--- config.mk ---
export PLATFORM = sky130hd
export DESIGN_NAME = four_pin_gpio_bank
export DESIGN_NICKNAME = d
export VERILOG_FILES = /design/src/shared/gpio_bank_pkg.sv /design/src/shared/gpio_pin_if.sv /design/src/four_pin_gpio_bank.sv /design/src/gpio_pin_stage.sv
export SDC_FILE = /design/constraint.sdc
export NUM_CORES = 1
export LEC_CHECK = 0
export ABC_AREA = 1
export BUFFER_PORTS_ARGS = -buffer_cell sky130_fd_sc_hd__buf_4
export CAP_MARGIN = 15
export CORE_MARGIN = 2
export CORE_UTILIZATION = 51
export DETAILED_ROUTE_END_ITERATION = 10
export PLACE_DENSITY = 0.81
export SKIP_CTS_REPAIR_TIMING = 1
export SKIP_LAST_GASP = 1
export SYNTH_ARGS = -nofsm -noshare
export SYNTH_HDL_FRONTEND = slang
export SYNTH_SLANG_ARGS = --single-unit
--- constraint.sdc ---
create_clock -name clk -period 1.9 [get_ports clk]
set_input_delay 0.095 -clock clk [delete_from_list [all_inputs] [get_ports clk]]
set_output_delay 0.095 -clock clk [all_outputs]
set_load 0.1 [all_outputs]
--- src/shared/gpio_bank_pkg.sv ---
// package: register offset, field layout and reset values of the gpio bank
package gpio_bank_pkg;
   // ---------------------------------------------------------------
   // register map
   // ---------------------------------------------------------------
   localparam logic [14:0] CONTROL_OFFSET = 15'h4102; // bank control reg
   localparam int DIR_LSB = 4;                         // direction nibble
   localparam int LEVEL_LSB = 0;                       // data nibble
   localparam int PIN_COUNT = 4;                       // pins in the bank
   localparam logic [3:0] DIR_RESET = 4'h0;            // all inputs
   localparam logic [3:0] LEVEL_RESET = 4'h0;          // data cleared
   localparam int SYNC_STAGES = 2;                     // pin synchroniser
endpackage : gpio_bank_pkg

--- src/shared/gpio_pin_if.sv ---
// interface: pin-side signals between bank register and pin stage
`timescale 1ns/1ps
`default_nettype none
interface gpio_pin_if #(parameter int WIDTH = 4);
   logic [WIDTH-1:0] dir;     // 1 = output
   logic [WIDTH-1:0] level;   // stored data bits
   logic [WIDTH-1:0] sampled; // synchronised pin levels
   modport bank (output dir, output level, input sampled);
   modport stage (input dir, input level, output sampled);
endinterface : gpio_pin_if
`default_nettype wire

--- src/four_pin_gpio_bank.sv ---
// module: four pin gpio bank behind one 8-bit control register
// ---------------------------------------------------------------
// Functional notes
// - direction bit 0 makes pin an input
// - direction bit 1 makes pin a driven output
// - input pin read returns sampled pin level
// - write never disturbs an input pin
// - output pin drives last written data bit
// - both nibbles reset to zero, read/write
// ---------------------------------------------------------------
`timescale 1ns/1ps
`default_nettype none
module four_pin_gpio_bank
   import gpio_bank_pkg::*;
#(
   parameter int WIDTH = PIN_COUNT
) (
   // clock and reset
   input wire logic clk,
   input wire logic sys_rst,
   // register port
   input wire logic [14:0] reg_addr,
   input wire logic reg_wr,
   input wire logic reg_rd,
   input wire logic [7:0] reg_wdata,
   output logic [7:0] reg_rdata,
   output logic reg_ack,
   // pins
   input wire logic [WIDTH-1:0] pin_in,
   output logic [WIDTH-1:0] pin_out,
   output logic [WIDTH-1:0] pin_oe
);
   // ---------------------------------------------------------------
   // state
   // ---------------------------------------------------------------
   typedef struct packed {
      logic [WIDTH-1:0] dir;   // pin3..0_direction
      logic [WIDTH-1:0] level; // pin3..0_level storage
      logic [7:0] rdata;       // read data
      logic ack;               // access answered
   } bank_type;

   bank_type b_r;   // registered state
   bank_type b_nxt; // next state
   logic hit;       // address decode
   logic [WIDTH-1:0] read_level; // per-pin data bit view

   gpio_pin_if #(.WIDTH(WIDTH)) pins ();

   // decode of the single control register
   assign hit = (reg_addr == CONTROL_OFFSET);

   // read view: inputs show pin, outputs show stored bit
   always_comb begin
      for (int i = 0; i < WIDTH; i++) begin
         read_level[i] = b_r.dir[i] ? b_r.level[i]
                                    : pins.sampled[i];
      end
   end

   // next state: writes store both nibbles, reads return view
   always_comb begin
      b_nxt = b_r;
      b_nxt.ack = (reg_wr | reg_rd) & hit;
      if (reg_wr && hit) begin
         b_nxt.dir = reg_wdata[DIR_LSB +: WIDTH];
         // data bit stored even for inputs; it reaches the pad only
         // once the pin is an output
         b_nxt.level = reg_wdata[LEVEL_LSB +: WIDTH];
      end
      if (reg_rd && hit) begin
         b_nxt.rdata = {b_r.dir, read_level};
      end else if (reg_rd) begin
         b_nxt.rdata = 8'h00; // unmapped reads return zero
      end
   end

   // registers
   always_ff @(posedge clk) begin
      if (sys_rst) begin
         b_r.dir <= DIR_RESET;
         b_r.level <= LEVEL_RESET;
         b_r.rdata <= 8'h00;
         b_r.ack <= 1'b0;
      end else begin
         b_r <= b_nxt;
      end
   end

   assign pins.dir = b_r.dir;
   assign pins.level = b_r.level;

   // pin synchronisers and drivers
   gpio_pin_stage #(.WIDTH(WIDTH)) u_stage (
      .clk(clk),
      .sys_rst(sys_rst),
      .pins(pins.stage),
      .pad_in(pin_in),
      .pad_out(pin_out),
      .pad_oe(pin_oe)
   );

   assign reg_rdata = b_r.rdata;
   assign reg_ack = b_r.ack;

   // one driver enable per pin, each one edge behind its direction bit
   for (genvar g = 0; g < WIDTH; g++) begin : g_pin_chk

   end
endmodule : four_pin_gpio_bank
`default_nettype wire

--- src/gpio_pin_stage.sv ---
// module: pin synchronisers and pin drivers for the gpio bank
`timescale 1ns/1ps
`default_nettype none
module gpio_pin_stage
   import gpio_bank_pkg::*;
#(
   parameter int WIDTH = 4
) (
   // clock and reset
   input wire logic clk,
   input wire logic sys_rst,
   // link to bank register
   gpio_pin_if.stage pins,
   // pads
   input wire logic [WIDTH-1:0] pad_in,
   output logic [WIDTH-1:0] pad_out,
   output logic [WIDTH-1:0] pad_oe
);
   // ---------------------------------------------------------------
   // state
   // ---------------------------------------------------------------
   typedef struct packed {
      logic [WIDTH-1:0] meta;  // first sync stage, read by stage two only
      logic [WIDTH-1:0] sync;  // second sync stage
      logic [WIDTH-1:0] out;   // driven pin value
      logic [WIDTH-1:0] oe;    // driver enable
   } stage_type;

   stage_type st_r;  // registered state
   stage_type st_nxt; // next state

   // next-state logic, one slice per pin
   always_comb begin
      st_nxt = st_r;
      st_nxt.meta = pad_in;
      st_nxt.sync = st_r.meta;
      for (int i = 0; i < WIDTH; i++) begin
         st_nxt.oe[i] = pins.dir[i];
         // data bit reaches pad only while output; stored value drives
         // at once when direction flips
         st_nxt.out[i] = pins.level[i];
      end
   end

   // registers
   always_ff @(posedge clk) begin
      if (sys_rst) begin
         st_r <= '0;
      end else begin
         st_r <= st_nxt;
      end
   end

   // outputs from flip-flops
   assign pad_out = st_r.out;
   assign pad_oe = st_r.oe;
   assign pins.sampled = st_r.sync;
endmodule : gpio_pin_stage
`default_nettype wire

==> results of run 1 <==
[metal layers]
layer  global-route usage  wire, µm  vias to the layer above
met4              0.09184        61                        0
met1               0.2504      1342                      524
met2               0.3076      1247                       26
met5                    0         0                        -
li1                     -         -                      665
met3              0.07907       129                        9
[cell usage after synthesis, drive strengths merged]
cell and count:
o211ai 1, nor2 43, buf 5, nand4 12
dfxtp 33, nand2 32, o21ai 8, clkbuf 1
nand3 6, inv 42, a21oi 4
[logic make-up (layout without fill, tap and decap cells)]
family,after synthesis,after routing
AO/OA/AOI/OAI,13,13
buffers and inverters,48,101
flip-flops,33,33
AND/OR/NAND/NOR,93,93
[power breakdown]
part           switching, mW  internal [mW]
combinational         0.0545         0.0597
sequential           0.00219          0.699
clock                  0.213          0.147
[state kept, by name, indices dropped and copies added, names as in the netlist]
register	count
pins.dir	4
u_stage.pad_oe	4
reg_rdata	8
u_stage.pad_out	4
u_stage.pins.sampled	4
pins.level	4
reg_ack	1
u_stage.st_nxt	4
[final cells by class]
class                           count  area (µm²)
Tap cell                           30       37.54
Timing Repair Buffer               51       392.9
Fill cell                         208       703.2
Clock buffer                        8       48.80
Sequential cell                    33       660.6
Inverter                           42       157.7
Multi-Input combinational cell    106       521.8
[through the flow]
step / hold slack (ns) / setup slack (ns)
finish: 0.07940 / 0.8360
detailed placement: 0.3011 / 0.7933
global placement: 0.2942 / 0.8298
global route: 0.05544 / 0.7740
CTS: -0.05726 / 0.8176
floorplan: 0.1789 / 0.6518
[path summary, 6_finish.rpt]
| check | to | slack [ns] | depth (start not counted) |
|---|---|---|---|
| setup reg to reg | reg_rdata[2]$_SDFFE_PP0P_ | 1.03 | 4 |
| setup / recovery | reg_rdata[7] | 0.84 | 1 |
| hold reg to reg | u_stage.pins.sampled[2]$_SDFF_PP0_ | 0.41 | 2 |
| hold / removal | pins.dir[3]$_SDFFE_PP0P_ | 0.08 | 5 |
[worst min-delay path: cells and delay by family]
family | cells | cell delay (ns)
and+or+nand+nor | 3 | 0.18
buffers and inverters | 2 | 0.11
==> impl_results.md, run 1 <==
* Result of the run: finished clean
* Starting Density at 0.5486
* Floorplan row count at 18
* Critical register-to-register path startpoint: pins.level[2]$_SDFFE_PP0P_
* Num Clock Sinks at 33
* Worst-margin pin slew at 0.3769 ns
* ANT nets after route at 0
* Worst vdd rail ir drop at 0.6774 mV
* Layout Cells excl Fill at 270
* Slowest CP cell: dfxtp_1
* Fin Clk Skew at 0.005252 ns
* TritonRoute pass-1 iters at 4
* Initial antenna violation count at 0
* Via/cell ratio at 4.533
* Worst-path cell chain: buf_4
* Fin util at 0.7212
* Req. time, crit path at 1.80 ns
* # DRC at 0
* Pin count of the biggest net entering global routing at 23
* Sequential share of the synthesized area at 0.4774
* Hold Startpoint: reg_wdata[7]
* First-pass GRT wire length at 4.954 mm
* CP Buf/Inv Count at 1
* P per Cell Area at 646.1 nW/µm²
* Clk slew on worst S/H paths at 0.09 ns
* Root buf cell: clkbuf_4
* Diodes inserted at 0
* Ys Warns at 0
* Worst Setup SP: reg_rdata[7]$_SDFFE_PP0P_
* Initial DRC count at 20
* Dpl cells at 258
* Main combinational cell family by area after synthesis: simple AND/OR/NAND/NOR gates
* Vias at 1,224
* Yosys top cell by area: dfxtp_1
* Crit path max fanout at 2
* Setup TNS at 0 ns
* Pleak at 0.9158 nW
* Synth Net Count at 218
* Mean post-synth cell area at 7.400 µm²
* Clock latency at the later pin of the worst-skew pair at 0.33 ns
* Cells after Synth at 187
* Critical path class: flip-flop to output pin
* Most frequent cells in the layout: buf_4 (47), inv_1 (41), nor2_1 (36)
* Commonest non-fill, non-tap cell in the layout: buf_4
* Drt total wl at 2.780 mm
* P&R area growth vs syn at 31.46%
* CTS H-tree depth at 2
* Total global-route track usage at 0.2019
* Final count of hold timing violations at 0
* Slowest stage delay, CP at 0.34 ns
* Slew Limit Fails at 0
* Input/output buffers at 47
* Post-Synth Adder-Cell Area at 0
* CTS tree: done
* Post-synth top area share at 0.4774
* Placer Congestion at 0.8088
* Simple-Gate Fraction of Synth Area at 0.3282
* Worst setup EP type: output pin
* Final Instance Area at 1819 µm²
* Die area at 3146 µm²
* Slew headroom at 0.7485
* Hold Crit Class: primary input to flip-flop
* GRT overflow at 0
* Crit path launch type: flip-flop
* Total I/O pin count at 48
* Core area at 2522 µm²
* CTS Buffer Depth at 2
* Die Wd at 56.09 µm
* Tcrit/Tclk final at 0.5600
* Arrival time worst endpoint at 0.97 ns
* Fmax at 939.9 MHz
* Synth Area in XOR/XNOR at 0
* Vias in the first global route at 1,155
* Mux share of post-synthesis cell area at 0
* Area post-placement at 1730 µm²
* Die Y-Extent at 56.09 µm
* Delay-heaviest family, CP: flip-flops
* Setup-failing EPs final at 0
* Power Total at 1.175 mW
* Share of layout cells above drive strength 1 at 0.2708
* Number of buffers created by CTS at 5
* Hpwl dp at 2.059 mm
* Final Critical Period at 1.064 ns
* Unrepaired setup endpoints after global routing: false
* Post-synth cell types at 20
* Nets at 270
* Area contributors post-synth: dfxtp_1 (48%), inv_1 (11%), nor2_1 (9.8%)
* Synthesized area at 1384 µm²
* Complex-gate fraction of the synthesized area at 0.04882
* Synthesis-stage register bit count at 33
* WL/cell at 10.30 µm
* Max-cap violation count at 0
Note: power is estimated with default switching activity, not from simulation.
==> run 2, diff against run 1 <==
CORE_UTILIZATION = 48   (was 51)
PLACE_DENSITY = 0.77   (was 0.81)
clock period = 1 ns   (was 1.9 ns; I/O delays follow)
==> impl_results.md, run 2 (synthesized netlist as in run 1, its figures left out) <==
* Result of the run: finished clean
* Layout Cells excl Fill at 274 (+1.5%)
* Commonest non-fill, non-tap cell in the layout: inv_1
* Fin Clk Skew at 0.009282 ns (+0.004031 ns)
* Crit path launch type: flip-flop
* Die Y-Extent at 57.70 µm (+2.9%)
* Slowest stage delay, CP at 0.35 ns (about the same)
* # DRC at 0 (unchanged)
* Initial antenna violation count at 0 (unchanged)
* Input/output buffers at 47 (unchanged)
* Worst-margin pin slew at 0.3728 ns (-0.004123 ns)
* Core area at 2758 µm² (+9.3%)
* Initial DRC count at 36 (+80%)
* Slew headroom at 0.7512 (+0.002752)
* Req. time, crit path at 0.95 ns (-0.85 ns)
* Cells on worst reg2reg path at 4 (unchanged)
* Number of buffers created by CTS at 5 (unchanged)
* Setup TNS at 0 ns (unchanged)
* Starting Density at 0.5018 (-0.04680)
* Root buf cell: clkbuf_4
* Worst path depth at 1 (unchanged)
* Final Worst Setup Slack at 0.03628 ns (-0.7997 ns)
* Delay-heaviest family, CP: flip-flops
* CTS tree: done
* ANT nets after route at 0 (unchanged)
* Hold Crit Class: primary input to flip-flop
* CP Buf/Inv Count at 1 (unchanged)
* Fmax at 1038 MHz
* Hold depth at 5 (unchanged)
* Hpwl dp at 2.081 mm (+1.0%)
* Clock latency at the later pin of the worst-skew pair at 0.34 ns (about the same)
* P per Cell Area at 1235 nW/µm² (+91%)
* Total global-route track usage at 0.1821 (-0.01986)
* Vias at 1,250 (+2.1%)
* Slew Limit Fails at 0 (unchanged)
* Most frequent cells in the layout: inv_1 (41), nor2_1 (36), buf_4 (31)
* Die Wd at 57.70 µm (+2.9%)
* WL/cell at 10.61 µm (+3.1%)
* Tcrit/Tclk final at 0.9637
* Critical path class: flip-flop to output pin
* Floorplan row count at 19 (+1)
* First-pass GRT wire length at 4.643 mm (-6.3%)
* Power Total at 2.400 mW (+100%)
* Vias in the first global route at 1,079 (-6.6%)
* Die area at 3329 µm² (+5.8%)
* P&R area growth vs syn at 40.42%
* Setup-failing EPs final at 0 (unchanged)
* Drt total wl at 2.908 mm (+4.6%)
* Total I/O pin count at 48 (unchanged)
* Worst-path cell chain: buf_6
* Crit path max fanout at 2 (unchanged)
* Max-cap violation count at 0 (unchanged)
* Diodes inserted at 0 (unchanged)
* Placer Congestion at 0.7354 (-9.1%)
* Share of layout cells above drive strength 1 at 0.3169 (+0.04604)
* TritonRoute pass-1 iters at 4 (unchanged)
* Pleak at 0.9597 nW (+4.8%)
* Slowest CP cell: dfxtp_2
* Worst setup EP type: output pin
* Clk slew on worst S/H paths at 0.10 ns (about the same)
* Num Clock Sinks at 33 (unchanged)
* Unrepaired setup endpoints after global routing: false
* Final count of hold timing violations at 0 (unchanged)
* GRT overflow at 0 (unchanged)
* Final Critical Period at 0.9637 ns
* Max FFs per register at 8 (unchanged)
* Nets at 273 (+1.1%)
* Dpl cells at 260 (+0.78%)
* Fin util at 0.7046 (-0.01660)
* Via/cell ratio at 4.562 (+0.63%)
* Pin count of the biggest net entering global routing at 15 (-35%)
* CTS Buffer Depth at 2 (unchanged)
* CTS H-tree depth at 2 (unchanged)
* Worst vdd rail ir drop at 1.623 mV (+140%)
* Arrival time worst endpoint at 0.91 ns (-0.06 ns)
* Setup slack at placement at -0.04242 ns (-0.8358 ns)
-- run 2: worst paths after layout --
check,to,startpoint,slack (ns)
worst max-delay path,reg_rdata[3],reg_rdata[3]$_SDFFE_PP0P_,0.04
worst min-delay path,pins.level[3]$_SDFFE_PP0P_,reg_wdata[3],0.02
worst max register to register,reg_rdata[3]$_SDFFE_PP0P_,pins.level[3]$_SDFFE_PP0P_,0.08
worst min register to register,u_stage.pins.sampled[1]$_SDFF_PP0_,u_stage.st_nxt[9]$_SDFF_PP0_,0.41
-- run 2: final cells by class --
class,instances,area [µm²]
fillers,235,814.5
repair buffers,54,484.2
clock inverters,1,5.005
well taps,31,38.79
multi-input cells,106,521.8
flip-flops and latches,33,670.6
inverters,42,157.7
clock buffers,7,65.06
-- run 2: where the power goes --
part           switching [mW]  total [mW]  internal [mW]
Combinational           0.109       0.230          0.121
Clock                   0.432       0.839          0.407
Sequential            0.00348        1.33           1.33
Total                   0.544        2.40           1.86
-- run 2: per-layer routing --
metal | part of all wire | global-route usage | wire (µm)
met5 | 0 | 0 | 0
met4 | 0.021 | 0.07973 | 61
met3 | 0.050 | 0.04464 | 146
met2 | 0.45 | 0.2906 | 1316
met1 | 0.48 | 0.2347 | 1383
-- run 2: stage by stage --
step                cell area [µm²]  hold WS [ns]
finish                         1943       0.02444
global route                   1943       0.04853
CTS                            1819      -0.09108
detailed placement             1749        0.2595
global placement               1749        0.2488
floorplan                      1394        0.1339
